File: src/buck_pkg.sv
package buck_pkg;

  ////////////////////////////////////////////////////////////////
  // clock and switching timing
  localparam int unsigned CLK_FREQ_KHZ = 250000; // sys_clk rate
  localparam int unsigned FSW_KHZ = 400; // nominal switching rate
  localparam int unsigned PERIOD_CYC = CLK_FREQ_KHZ / FSW_KHZ;
  localparam int unsigned SPREAD_PCT = 6; // dither span, each side
  localparam int unsigned SPREAD_HALF = PERIOD_CYC * SPREAD_PCT / 100;
  localparam int unsigned SPREAD_SPAN = 2 * SPREAD_HALF + 1;
  localparam int unsigned SWEEP_DIV = 512; // cycles per sweep

  ////////////////////////////////////////////////////////////////
  // soft-start ramp: target code in millivolts
  localparam int unsigned SS_TIME_US = 5000; // ramp time
  localparam int unsigned REF_MV = 596; // full reference
  localparam int unsigned SS_TOTAL_CYC = SS_TIME_US * (CLK_FREQ_KHZ / 1000);
  localparam int unsigned SS_STEP_CYC = SS_TOTAL_CYC / REF_MV;

  ////////////////////////////////////////////////////////////////
  // protection counts, in switching cycles
  localparam int unsigned HIC_WAIT_CYC = 512;
  localparam int unsigned HIC_RESTART_CYC = 16384;
  localparam int unsigned THERM_WAIT_CYC = 32768;

  ////////////////////////////////////////////////////////////////
  // register map, byte offsets
  localparam logic [3:0] CTRL_OFS = 4'h0;
  localparam logic [3:0] CLAMP_OFS = 4'h4;
  localparam logic [3:0] STATUS_OFS = 4'h8;
  localparam logic [3:0] OVLD_OFS = 4'hc;
  // control bits
  localparam int unsigned CTRL_SPREAD_BIT = 0;
  localparam int unsigned CTRL_OFF_BIT = 1;
  localparam logic [1:0] CTRL_RESET = 2'h1;
  // clamp fields
  localparam int unsigned CLAMP_MAX_LSB = 0;
  localparam int unsigned CLAMP_MIN_LSB = 8;
  localparam logic [7:0] CLAMP_MAX_RESET = 8'hf0;
  localparam logic [7:0] CLAMP_MIN_RESET = 8'h10;

  ////////////////////////////////////////////////////////////////
  // sequencer states
  typedef enum logic [2:0] {
    ST_OFF,
    ST_PREBIAS,
    ST_RUN,
    ST_HICCUP,
    ST_HOT,
    ST_COOL
  } seq_state_t;

endpackage

File: src/buck_switching_cycle_controller.sv
// Implementation choices: strobed register access and the address map.
`timescale 1ns/1ns
module buck_switching_cycle_controller #(
  parameter int unsigned HIC_RESTART = buck_pkg::HIC_RESTART_CYC,
  parameter int unsigned THERM_WAIT = buck_pkg::THERM_WAIT_CYC
) (
  // clock and reset
  input wire logic sys_clk,
  input wire logic resetn,
  // analog comparator levels, asynchronous
  input wire logic peak_trip,
  input wire logic valley_over,
  input wire logic skip_low,
  input wire logic zero_cross,
  input wire logic overshoot_guard_set,
  input wire logic overshoot_guard_clear,
  input wire logic boot_low,
  input wire logic low_supply_lockout,
  input wire logic enable_cmp,
  input wire logic ss_over_feedback,
  input wire logic thermal_hot,
  input wire logic thermal_cool,
  // error amplifier code, same clock
  input wire logic [7:0] ea_code,
  // register port
  input wire logic [3:0] reg_addr,
  input wire logic [31:0] reg_wdata,
  input wire logic reg_wr,
  input wire logic reg_rd,
  output logic [31:0] reg_rdata,
  // power stage drive
  output logic hs_gate,
  output logic ls_gate,
  // analog control codes
  output logic [7:0] ctrl_level,
  output logic [9:0] target_code
);
  import buck_pkg::*;

  ////////////////////////////////////////////////////////////////
  // input synchronisers
  logic [11:0] raw_in; // bundled comparator levels
  logic [11:0] sync_in; // after two flops
  logic peak_s;
  logic valley_s;
  logic skip_s;
  logic zero_s;
  logic ovp_set_s;
  logic ovp_clr_s;
  logic boot_s;
  logic lock_s;
  logic en_s;
  logic ss_ok_s;
  logic hot_s;
  logic cool_s;

  assign raw_in = {peak_trip, valley_over, skip_low, zero_cross,
                   overshoot_guard_set, overshoot_guard_clear, boot_low,
                   low_supply_lockout, enable_cmp, ss_over_feedback,
                   thermal_hot, thermal_cool};

  comparator_sync #(
    .W(12)
  ) u_sync (
    .sys_clk(sys_clk),
    .resetn(resetn),
    .d(raw_in),
    .q(sync_in)
  );

  assign {peak_s, valley_s, skip_s, zero_s, ovp_set_s, ovp_clr_s, boot_s,
          lock_s, en_s, ss_ok_s, hot_s, cool_s} = sync_in;

  ////////////////////////////////////////////////////////////////
  // software registers
  logic [1:0] ctrl_q; // spread enable, software off
  logic [7:0] clamp_max_q; // upper control clamp
  logic [7:0] clamp_min_q; // lower control clamp

  // register writes, unmapped offsets ignored
  always_ff @(posedge sys_clk)
  begin
    if (!resetn)
    begin
      ctrl_q <= CTRL_RESET;
      clamp_max_q <= CLAMP_MAX_RESET;
      clamp_min_q <= CLAMP_MIN_RESET;
    end
    else if (reg_wr)
    begin
      unique case (reg_addr)
        CTRL_OFS: ctrl_q <= reg_wdata[1:0];
        CLAMP_OFS:
        begin
          clamp_max_q <= reg_wdata[CLAMP_MAX_LSB +: 8];
          clamp_min_q <= reg_wdata[CLAMP_MIN_LSB +: 8];
        end
        default: ; // read-only or unmapped
      endcase
    end
  end

  ////////////////////////////////////////////////////////////////
  // oscillator with spread-spectrum dither
  logic [9:0] per_cnt_q; // position within the cycle
  logic [9:0] per_len_q; // length of the current cycle
  logic [9:0] per_len_d; // length of the next cycle
  logic [8:0] sweep_q; // cycle index within one sweep
  logic [7:0] tri_v; // triangle of the sweep
  logic [15:0] dither_prod; // scaled triangle
  logic cycle_end; // last clock of a switching cycle

  assign cycle_end = per_cnt_q == per_len_q - 10'd1;
  // triangle: up for half the sweep, down for the other half
  assign tri_v = sweep_q[8] ? ~sweep_q[7:0] : sweep_q[7:0];
  assign dither_prod = 16'(tri_v) * 16'(SPREAD_SPAN);

  // next length: centre minus half span plus scaled triangle
  always_comb
  begin
    if (ctrl_q[CTRL_SPREAD_BIT])
      per_len_d = 10'(PERIOD_CYC - SPREAD_HALF) + 10'(dither_prod[15:8]);
    else
      per_len_d = 10'(PERIOD_CYC);
  end

  // free-running cycle counter; runs in every state so waits count
  always_ff @(posedge sys_clk)
  begin
    if (!resetn)
    begin
      per_cnt_q <= '0;
      per_len_q <= 10'(PERIOD_CYC);
      sweep_q <= '0;
    end
    else if (cycle_end)
    begin
      per_cnt_q <= '0;
      per_len_q <= per_len_d;
      sweep_q <= sweep_q + 9'd1; // wraps every SWEEP_DIV cycles
    end
    else
      per_cnt_q <= per_cnt_q + 10'd1;
  end

  ////////////////////////////////////////////////////////////////
  // power-up and protection sequencer
  seq_state_t state_q;
  seq_state_t state_d;
  logic en_ok; // enabled, supply good, not forced off
  logic [9:0] ovl_cnt_q; // consecutive overloaded cycles
  logic [15:0] wait_cnt_q; // hiccup and thermal wait, in cycles
  logic hic_done; // restart wait complete
  logic therm_done; // thermal wait complete

  // enable is a plain level; an open-drain driver upstream is assumed
  assign en_ok = en_s && !lock_s && !ctrl_q[CTRL_OFF_BIT];
  assign hic_done = cycle_end && wait_cnt_q == 16'(HIC_RESTART - 1);
  assign therm_done = cycle_end && wait_cnt_q == 16'(THERM_WAIT - 1);

  // next state; disable outranks thermal, thermal outranks the rest
  always_comb
  begin
    state_d = state_q;
    if (!en_ok)
      state_d = ST_OFF;
    else if (hot_s)
      state_d = ST_HOT;
    else
    begin
      unique case (state_q)
        ST_OFF: state_d = ST_PREBIAS;
        ST_PREBIAS:
          if (ss_ok_s)
            state_d = ST_RUN;
        ST_RUN:
          if (ovl_cnt_q >= 10'(HIC_WAIT_CYC) && cycle_end && valley_s)
            state_d = ST_HICCUP;
        ST_HICCUP:
          if (hic_done)
            state_d = ST_OFF;
        ST_HOT:
          if (cool_s)
            state_d = ST_COOL;
        ST_COOL:
          if (therm_done)
            state_d = ST_OFF;
      endcase
    end
  end

  // state register
  always_ff @(posedge sys_clk)
  begin
    if (!resetn)
      state_q <= ST_OFF;
    else
      state_q <= state_d;
  end

  // wait counter restarts on every state change, counts cycle ends in hiccup and cool
  always_ff @(posedge sys_clk)
  begin
    if (!resetn)
      wait_cnt_q <= '0;
    else if (state_d != state_q)
      wait_cnt_q <= '0;
    else if (cycle_end && (state_q == ST_HICCUP || state_q == ST_COOL))
      wait_cnt_q <= wait_cnt_q + 16'd1;
  end

  // overload length: only unbroken overload reaches the hiccup
  always_ff @(posedge sys_clk)
  begin
    if (!resetn)
      ovl_cnt_q <= '0;
    else if (state_q != ST_RUN)
      ovl_cnt_q <= '0;
    else if (cycle_end)
    begin
      if (!valley_s)
        ovl_cnt_q <= '0;
      else if (ovl_cnt_q != 10'h3ff)
        ovl_cnt_q <= ovl_cnt_q + 10'd1;
    end
  end

  ////////////////////////////////////////////////////////////////
  // soft-start ramp and regulation target
  logic [9:0] ss_q; // ramp code, millivolts
  logic [11:0] ss_tmr_q; // clocks per ramp step

  // ramp restarts from zero whenever the sequencer is off
  always_ff @(posedge sys_clk)
  begin
    if (!resetn)
    begin
      ss_q <= '0;
      ss_tmr_q <= '0;
    end
    else if (state_q == ST_OFF || state_q == ST_HICCUP || state_q == ST_HOT
             || state_q == ST_COOL)
    begin
      ss_q <= '0;
      ss_tmr_q <= '0;
    end
    else if (ss_q != 10'(REF_MV))
    begin
      if (ss_tmr_q == 12'(SS_STEP_CYC - 1))
      begin
        ss_tmr_q <= '0;
        ss_q <= ss_q + 10'd1;
      end
      else
        ss_tmr_q <= ss_tmr_q + 12'd1;
    end
  end

  // target follows the lower of ramp and reference
  always_ff @(posedge sys_clk)
  begin
    if (!resetn)
      target_code <= '0;
    else if (ss_q < 10'(REF_MV))
      target_code <= ss_q;
    else
      target_code <= 10'(REF_MV);
  end

  ////////////////////////////////////////////////////////////////
  // per-cycle protection flags
  logic skip_q; // pulse-skipping mode
  logic valley_blk_q; // valley limit seen at last cycle end
  logic ovp_mask_q; // overshoot mask on high-side

  // skip mode follows the skip level seen at each cycle end in run, cleared outside run
  always_ff @(posedge sys_clk)
  begin
    if (!resetn)
      skip_q <= 1'b0;
    else if (state_q != ST_RUN)
      skip_q <= 1'b0;
    else if (cycle_end)
      skip_q <= skip_s;
  end

  // valley limit sampled at each cycle end
  always_ff @(posedge sys_clk)
  begin
    if (!resetn)
      valley_blk_q <= 1'b0;
    else if (cycle_end)
      valley_blk_q <= valley_s;
  end

  // overshoot mask: set wins over the clear in the same cycle
  always_ff @(posedge sys_clk)
  begin
    if (!resetn)
      ovp_mask_q <= 1'b0;
    else if (ovp_set_s)
      ovp_mask_q <= 1'b1;
    else if (ovp_clr_s)
      ovp_mask_q <= 1'b0;
  end

  ////////////////////////////////////////////////////////////////
  // switch drive
  logic hs_block; // bootstrap or overshoot reason to keep the high-side off
  logic hs_allow; // turn-on allowed at the coming cycle start

  // boot and overshoot act at once, mid-cycle too
  assign hs_block = boot_s || ovp_mask_q || ovp_set_s;
  // valley sample taken on the same edge as the turn-on decision
  assign hs_allow = !hs_block && !skip_q && !valley_s;

  // gate drive; one switch at a time, never both on
  always_ff @(posedge sys_clk)
  begin
    if (!resetn)
    begin
      hs_gate <= 1'b0;
      ls_gate <= 1'b0;
    end
    else if (state_q != ST_RUN)
    begin
      // pre-bias, off, hiccup, thermal: both open
      hs_gate <= 1'b0;
      ls_gate <= 1'b0;
    end
    else if (cycle_end)
    begin
      if (hs_allow)
      begin
        // new on-time; an untripped switch just stays on
        hs_gate <= 1'b1;
        ls_gate <= 1'b0;
      end
      else if (valley_s)
      begin
        hs_gate <= 1'b0;
        ls_gate <= 1'b1;
      end
      else if (skip_q)
      begin
        // skipped pulse; low-side stays on until zero cross, then opens
        hs_gate <= 1'b0;
        ls_gate <= ls_gate && !zero_s;
      end
      else
      begin
        // blocked high-side in continuous mode freewheels
        hs_gate <= 1'b0;
        ls_gate <= 1'b1;
      end
    end
    else if (hs_gate && (peak_s || hs_block))
    begin
      hs_gate <= 1'b0;
      ls_gate <= 1'b1;
    end
    else if (ls_gate && skip_q && zero_s)
      ls_gate <= 1'b0;
  end

  ////////////////////////////////////////////////////////////////
  // control level clamp
  // skip mode parks the level at the floor so the switch stays idle
  always_ff @(posedge sys_clk)
  begin
    if (!resetn)
      ctrl_level <= CLAMP_MIN_RESET;
    else if (skip_q || ea_code < clamp_min_q)
      ctrl_level <= clamp_min_q;
    else if (ea_code > clamp_max_q)
      ctrl_level <= clamp_max_q;
    else
      ctrl_level <= ea_code;
  end

  ////////////////////////////////////////////////////////////////
  // register reads, data in the following cycle only
  always_ff @(posedge sys_clk)
  begin
    if (!resetn)
      reg_rdata <= '0;
    else if (reg_rd)
    begin
      unique case (reg_addr)
        CTRL_OFS: reg_rdata <= {30'h0, ctrl_q};
        CLAMP_OFS: reg_rdata <= {16'h0, clamp_min_q, clamp_max_q};
        STATUS_OFS:
          reg_rdata <= {24'h0, ovp_mask_q, valley_blk_q, skip_q, hs_gate,
                        ls_gate, state_q};
        OVLD_OFS: reg_rdata <= {22'h0, ovl_cnt_q};
        default: reg_rdata <= '0; // unmapped reads as zero
      endcase
    end
    else
      reg_rdata <= '0;
  end

endmodule

File: src/comparator_sync.sv
`timescale 1ns/1ns
// two-stage synchroniser for a bundle of asynchronous comparator levels
module comparator_sync #(
  parameter int unsigned W = 1
) (
  // clock and reset
  input wire logic sys_clk,
  input wire logic resetn,
  // async levels in, synchronised levels out
  input wire logic [W-1:0] d,
  output logic [W-1:0] q
);

  // first stage, read only by the second stage
  logic [W-1:0] meta_q;

  // both stages clear to zero under reset
  always_ff @(posedge sys_clk)
  begin
    if (!resetn)
    begin
      meta_q <= '0;
      q <= '0;
    end
    else
    begin
      meta_q <= d;
      q <= meta_q;
    end
  end

endmodule

File: config.mk
export PLATFORM = sky130hd
export DESIGN_NAME = buck_switching_cycle_controller
export DESIGN_NICKNAME = d
export VERILOG_FILES = /design/src/buck_pkg.sv /design/src/buck_switching_cycle_controller.sv /design/src/comparator_sync.sv
export SDC_FILE = /design/constraint.sdc
export NUM_CORES = 1
export LEC_CHECK = 0
export BUFFER_PORTS_ARGS = -buffer_cell sky130_fd_sc_hd__buf_2
export CELL_PAD_IN_SITES_DETAIL_PLACEMENT = 1
export CELL_PAD_IN_SITES_GLOBAL_PLACEMENT = 2
export CORE_ASPECT_RATIO = 0.8
export CORE_MARGIN = 5
export CORE_UTILIZATION = 38
export DETAILED_ROUTE_END_ITERATION = 16
export PLACE_DENSITY = 0.95
export SLEW_MARGIN = 20
export SYNTH_ARGS = -nofsm -noshare
export SYNTH_HDL_FRONTEND = slang
export SYNTH_HIERARCHICAL = 1
export SYNTH_SLANG_ARGS = --single-unit
File: constraint.sdc
create_clock -name sys_clk -period 12.5 [get_ports sys_clk]
set_input_delay 1.875 -clock sys_clk [delete_from_list [all_inputs] [get_ports sys_clk]]
set_output_delay 1.875 -clock sys_clk [all_outputs]
set_load 0.01 [all_outputs]
==> results of run 1 <==
-- area by class of cell --
type,count,area [µm²]
clock inverters,12,105
clock buffers,20,447
flip-flops and latches,159,3180
well taps,300,375
repair buffers,82,418
inverters,67,251
multi-input cells,715,4740
fillers,2595,12200
-- worst paths after layout --
path | startpoint | endpoint | depth (start not counted)
worst min-delay path | u_sync/meta_q[8] | u_sync/q[8] | 1
worst min register to register | u_sync/meta_q[8] | u_sync/q[8] | 1
worst max register to register | sweep_q[8] | per_len_q[6] | 20
worst max-delay path | sweep_q[8] | per_len_q[6] | 20
-- layer usage --
metal	routed length [µm]	track usage	vias up	part of all wire
li1	-	-	3483	-
met5	0	0	-	0
met2	10100	0.284	87	0.48
met3	689	0.0339	15	0.033
met4	162	0.0435	0	0.0076
met1	10300	0.224	3369	0.48
-- synthesized netlist by cell type, drive strengths merged (9+ instances only) --
| cell | n |
|---|---|
| dfxtp | 159 |
| nor2 | 110 |
| nand2 | 79 |
| inv | 67 |
| ha | 61 |
| a21oi | 54 |
| xor2 | 44 |
| nand3 | 35 |
| o21ai | 32 |
| and2 | 31 |
| clkbuf | 29 |
| buf | 28 |
| nand4 | 26 |
| nor3 | 25 |
| xnor2 | 21 |
| mux2i | 19 |
| and3 | 14 |
| nand2b | 13 |
| a21o | 9 |
| a22oi | 9 |
| o31ai | 9 |
-- sequential cells by signal, summed over array words and instances (netlist names) --
| register | count |
|---|---|
| ss_tmr_q | 12 |
| clamp_min_q | 8 |
| ls_gate | 1 |
| ss_q | 10 |
| wait_cnt_q | 16 |
| valley_blk_q | 1 |
| reg_rdata | 16 |
| u_sync/meta_q | 12 |
| per_cnt_q | 10 |
| per_len_q | 8 |
| skip_q | 1 |
| ctrl_level | 8 |
| ovp_mask_q | 1 |
| target_code | 10 |
| u_sync/q | 12 |
| hs_gate | 1 |
| clamp_max_q | 8 |
| ovl_cnt_q | 10 |
| sweep_q | 9 |
| state_q | 3 |
| ctrl_q | 2 |
-- critical path: stages, from the launching register on --
cell and delay (ns):
dfxtp_1 0.63, xor2_1 0.50, ha_1 0.34, ha_1 0.28
inv_1 0.05, fa_1 0.51, fa_1 0.55, inv_1 0.05
ha_1 0.22, nor4_1 0.25, o21ai_0 0.13, o221ai_1 0.36
o21ba_2 0.25, nor2b_1 0.07, o31ai_1 0.27, ha_1 0.30
nor2_1 0.10, maj3_1 0.35, nand2_1 0.07, o211ai_1 0.08
a2bb2oi_1 0.13
-- through the flow --
stage / std cells / setup WS [ns] / cell area, µm²
after floorplan: 998 / 7.58 / 8460
after global placement: 1323 / 7.20 / 8970
after detailed placement: 1323 / 7.06 / 8970
after CTS: 1355 / 6.91 / 9520
after global routing: 1355 / 6.66 / 9520
final: 1355 / 6.94 / 9520
-- power groups by stage --
stage / sequential [µW] / combinational [µW] / clock [µW]
detailed placement: 531 / 54.0 / 0
global route: 520 / 61.0 / 527
finish: 520 / 54.3 / 491
CTS: 519 / 55.0 / 505
global placement: 531 / 52.6 / 0
floorplan: 530 / 37.6 / 0
-- cell families (layout without fill, tap and decap cells) --
kind of cell	count (synthesis)	after routing	share of synthesized area
other cells	1	16	0.000446
fa+ha+maj	69	69	0.107
buf+inv	124	181	0.0655
compound gates	159	159	0.119
xor+xnor	66	66	0.0704
simple gates	385	385	0.233
mux	20	20	0.0253
flops	159	159	0.379
==> out/metrics.csv, run 1 <==
metric;value;unit
first-pass GRT wire length;35100;µm
clock root buffer;clkbuf_16;
Slew HR;0.270;
R2R Setup Slk;6.94;ns
sequential fraction of the synthesis area;0.379;
Worst Skew;0.0114;ns
Psw;266;µW
Port Buf Inserts;79;
status;finished clean;
Switching Fraction;0.249;
I/O pins;112;
CTS Sinks;159;
clk slew on worst S/H paths;0.07;ns
Critical Path RT;12.86;ns
proportion of power drawn by flip-flops and latches;0.488;
hpwl dp;15100;µm
clock power share;0.461;
Max Fclk;180;MHz
most frequent cells in the layout;dfxtp_1 (159), nor2_1 (110), buf_2 (79);
Top FF cell, synth;dfxtp_1;
hold_ws;0.436;ns
combinational share of power;0.051;
Via density;5.13;
Remaining DRCs;0;
ys async rst share;0;
endpoints failing setup;0;
RSZ-0062 raised after global routing;no;
cell taking the most area after synthesis;dfxtp_1;
nets@finish;1169;
Worst VDD drop;0.0805;mV
count of cell types in the netlist;67;
GRT overflow;0;
vias in the first global route;7073;
post-route ant nets;0;
Fin. Hold Viols;0;
Rows;48;
crit path kind;flip-flop to flip-flop;
Starting Density;0.388;
initial antenna violation count;0;
Area contributors post-synth;dfxtp_1 (38%), ha_1 (9.1%), nor2_1 (4.9%), xor2_1 (4.6%), nand2_1 (3.5%);
EDFF count, synth;0;
syn_area_per_cell;8.55;µm²
core box area;21700;µm²
Leak;0.00398;µW
Yosys reg bits;159;
drt total wl;21200;µm
WL/cell;15.6;µm
CTS tree;built;
number of DRC markers in iteration 0;300;
Power Density;112;nW/µm²
Max Slew Vio Count;0;
Final min period;5.56;ns
antenna cells;0;
maximum root-to-sink buffer count;2;
Die X-Extent;176;µm
setup TNS;0;ns
postcts setup bufs;0;
Clk Latency, worst-skew pair;0.44;ns
Slew @ Worst Pin;1.09;ns
synthesized area;8410;µm²
die height;143;µm
Min-Delay Path Class;flip-flop to flip-flop;
crit path max fanout;11;
final core utilization;0.439;
aggregate global-route resource usage;0.169;
Pint;799;µW
Worst setup EP type;flip-flop;
clock buffer count from CTS;17;
ratio of cells with drive above 1 in the final layout;0.136;
critical path arrival;5.92;ns
Pre-antenna DRT Iters;5;
Layout area overhead;13.2;%
gpl congestion;0.810;
max cap viols;0;
Mapped Cells;983;
die area;25200;µm²
fin crit share;0.445;
H-Tree Depth;4;
Yosys top cell area share;0.379;
post-CTS sizing;0;
most common cell after layout, fill and taps aside;dfxtp_1;
Design Power;1060;µW
Startpoint Class;flip-flop;
Via Count;6954;
Ys Warns;6;
largest net degree at the start of global routing;50;
cts hold-fix bufs;0;
Power figures use the tool's default switching activity.
==> run 2, diff against run 1 <==
--- a/config.mk
+++ b/config.mk
@@ -10,9 +10,9 @@
 export CELL_PAD_IN_SITES_GLOBAL_PLACEMENT = 2
 export CORE_ASPECT_RATIO = 0.8
 export CORE_MARGIN = 5
-export CORE_UTILIZATION = 38
+export CORE_UTILIZATION = 35
 export DETAILED_ROUTE_END_ITERATION = 16
-export PLACE_DENSITY = 0.95
+export PLACE_DENSITY = 0.91
 export SLEW_MARGIN = 20
 export SYNTH_ARGS = -nofsm -noshare
 export SYNTH_HDL_FRONTEND = slang
==> constraint.sdc (replaced) <==
create_clock -name sys_clk -period 5.4 [get_ports sys_clk]
set_input_delay 0.81 -clock sys_clk [delete_from_list [all_inputs] [get_ports sys_clk]]
set_output_delay 0.81 -clock sys_clk [all_outputs]
set_load 0.01 [all_outputs]
==> run 2 against run 1 <==
  * Maximum frequency grew 11%
  * Final area grew 0.83%
  * Sequential share of layout area shrank 0.26 points
  * Combinational power grew 130%
  * First-iteration DRC count grew 1.7%
  * Sequential power grew 130%
  * Flip-flop and latch count is the same
  * Hold slack gained 0.0026 ns
  * Critical path depth is the same
  * Via count grew 0.32%
  * Core utilization shrank 3.1 points
  * Critical path type unchanged
==> out/metrics.csv, run 2 (synthesis results as in run 1) <==
metric;value;unit
CTS Sinks;159;
post-route ant nets;0;
Final min period;5.03;ns
gpl congestion;0.801;
fin crit share;0.932;
aggregate global-route resource usage;0.160;
antenna cells;0;
Rows;50;
Clk Latency, worst-skew pair;0.44;ns
vias in the first global route;7365;
core box area;23500;µm²
Slew HR;0.262;
crit path max fanout;11;
post-route insts no fill;1371;
Power Density;263;nW/µm²
clock root buffer;clkbuf_16;
Via Count;6976;
met1 Usage GRT;0.215;
final core utilization;0.408;
FF-to-FF Start;sweep_q[8];
clock buffer count from CTS;17;
die area;27200;µm²
Critical Path RT;5.77;ns
Design Power;2530;µW
Startpoint Class;flip-flop;
max cap viols;0;
biggest regs;reg_rdata (16), wait_cnt_q (16);
RSZ-0062 raised after global routing;no;
Leak;0.00404;µW
hpwl dp;15400;µm
maximum root-to-sink buffer count;2;
dpl cells;1339;
Slew @ Worst Pin;1.10;ns
Max Slew Vio Count;0;
Fin. Hold Viols;0;
Max Fclk;199;MHz
setup TNS;0;ns
Min-Delay Path Class;flip-flop to flip-flop;
Setup crit start;sweep_q[8];
hold_ws;0.439;ns
status;finished clean;
largest net degree at the start of global routing;50;
WL/cell;15.5;µm
first-pass GRT wire length;35900;µm
Layout area overhead;14.2;%
ratio of cells with drive above 1 in the final layout;0.142;
FILL cells;2865;
Worst VDD drop;0.208;mV
number of DRC markers in iteration 0;305;
crit path kind;flip-flop to flip-flop;
Via density;5.09;
H-Tree Depth;4;
most common cell after layout, fill and taps aside;dfxtp_1;
I/O pins;112;
Remaining DRCs;0;
GRT overflow;0;
Starting Density;0.357;
postcts setup bufs;0;
Port Buf Inserts;79;
die height;149;µm
critical path arrival;5.40;ns
Worst Skew;0.0134;ns
nets@finish;1173;
endpoints failing setup;0;
GR peak layer;met2;
grt met2 use;0.260;
Die X-Extent;183;µm
drt total wl;21200;µm
cts hold-fix bufs;0;
Pre-antenna DRT Iters;4;
CTS tree;built;
clk slew on worst S/H paths;0.07;ns
GR Util met3;0.0347;
most frequent cells in the layout;dfxtp_1 (158), nor2_1 (110), buf_2 (79);
Worst setup EP type;flip-flop;
initial antenna violation count;0;
hold_sp;u_sync/meta_q[8];
[run 2: final cells by class]
cell class | count | area, µm² | area share
tap | 312 | 390 | 0.0407
clock buffer | 17 | 425 | 0.0443
inverter | 67 | 251 | 0.0262
clock inverter | 15 | 159 | 0.0166
multi-input combinational | 715 | 4740 | 0.494
sequential | 159 | 3180 | 0.332
timing repair buffer | 86 | 448 | 0.0467
[run 2: final timing paths]
| path | to | slack [ns] | cells past startpoint |
|---|---|---|---|
| worst min register to register | u_sync/q[8] | 0.44 | 1 |
| worst min-delay path | u_sync/q[8] | 0.44 | 1 |
| worst max register to register | per_len_q[6] | 0.37 | 20 |
| worst max-delay path | per_len_q[6] | 0.37 | 20 |
[run 2: metrics by stage]
step	setup WS, ns	area [µm²]
floorplan	0.480	8460
global placement	0.489	9010
detailed placement	0.250	9010
CTS	0.209	9600
global route	0.0979	9600
finish	0.366	9600
[run 2: per-layer routing]
layer / wire [µm] / vias to the layer above
li1: - / 3490
met1: 10400 / 3350
met4: 241 / 0
met5: 0 / -
met3: 748 / 23
met2: 9790 / 113
[run 2: critical path, stage by stage, from the launching register on]
cell and delay (ns):
dfxtp_2 0.49, xor2_1 0.39, ha_1 0.31, ha_1 0.19, inv_1 0.07, fa_1 0.44
fa_1 0.54, inv_1 0.04, ha_1 0.21, nor4_1 0.28, o21ai_0 0.15, o221ai_1 0.27
o21ba_2 0.23, nor2b_1 0.06, o31ai_1 0.21, ha_1 0.27, nor2_1 0.09, maj3_1 0.37
nand2_1 0.08, o211ai_1 0.10, a2bb2oi_1 0.15
[run 2: timing repair]
item                       CTS  global route
setup endpoints to repair    0             1
resized for setup            0             1
hold endpoints to repair     0             0
[run 2: power by group]
part,switching [µW],leakage [µW],internal [µW]
Combinational,76.1,0.00246,49.3
Clock,578,0.000289,623
Sequential,11.2,0.00129,1190
Total,666,0.00404,1860
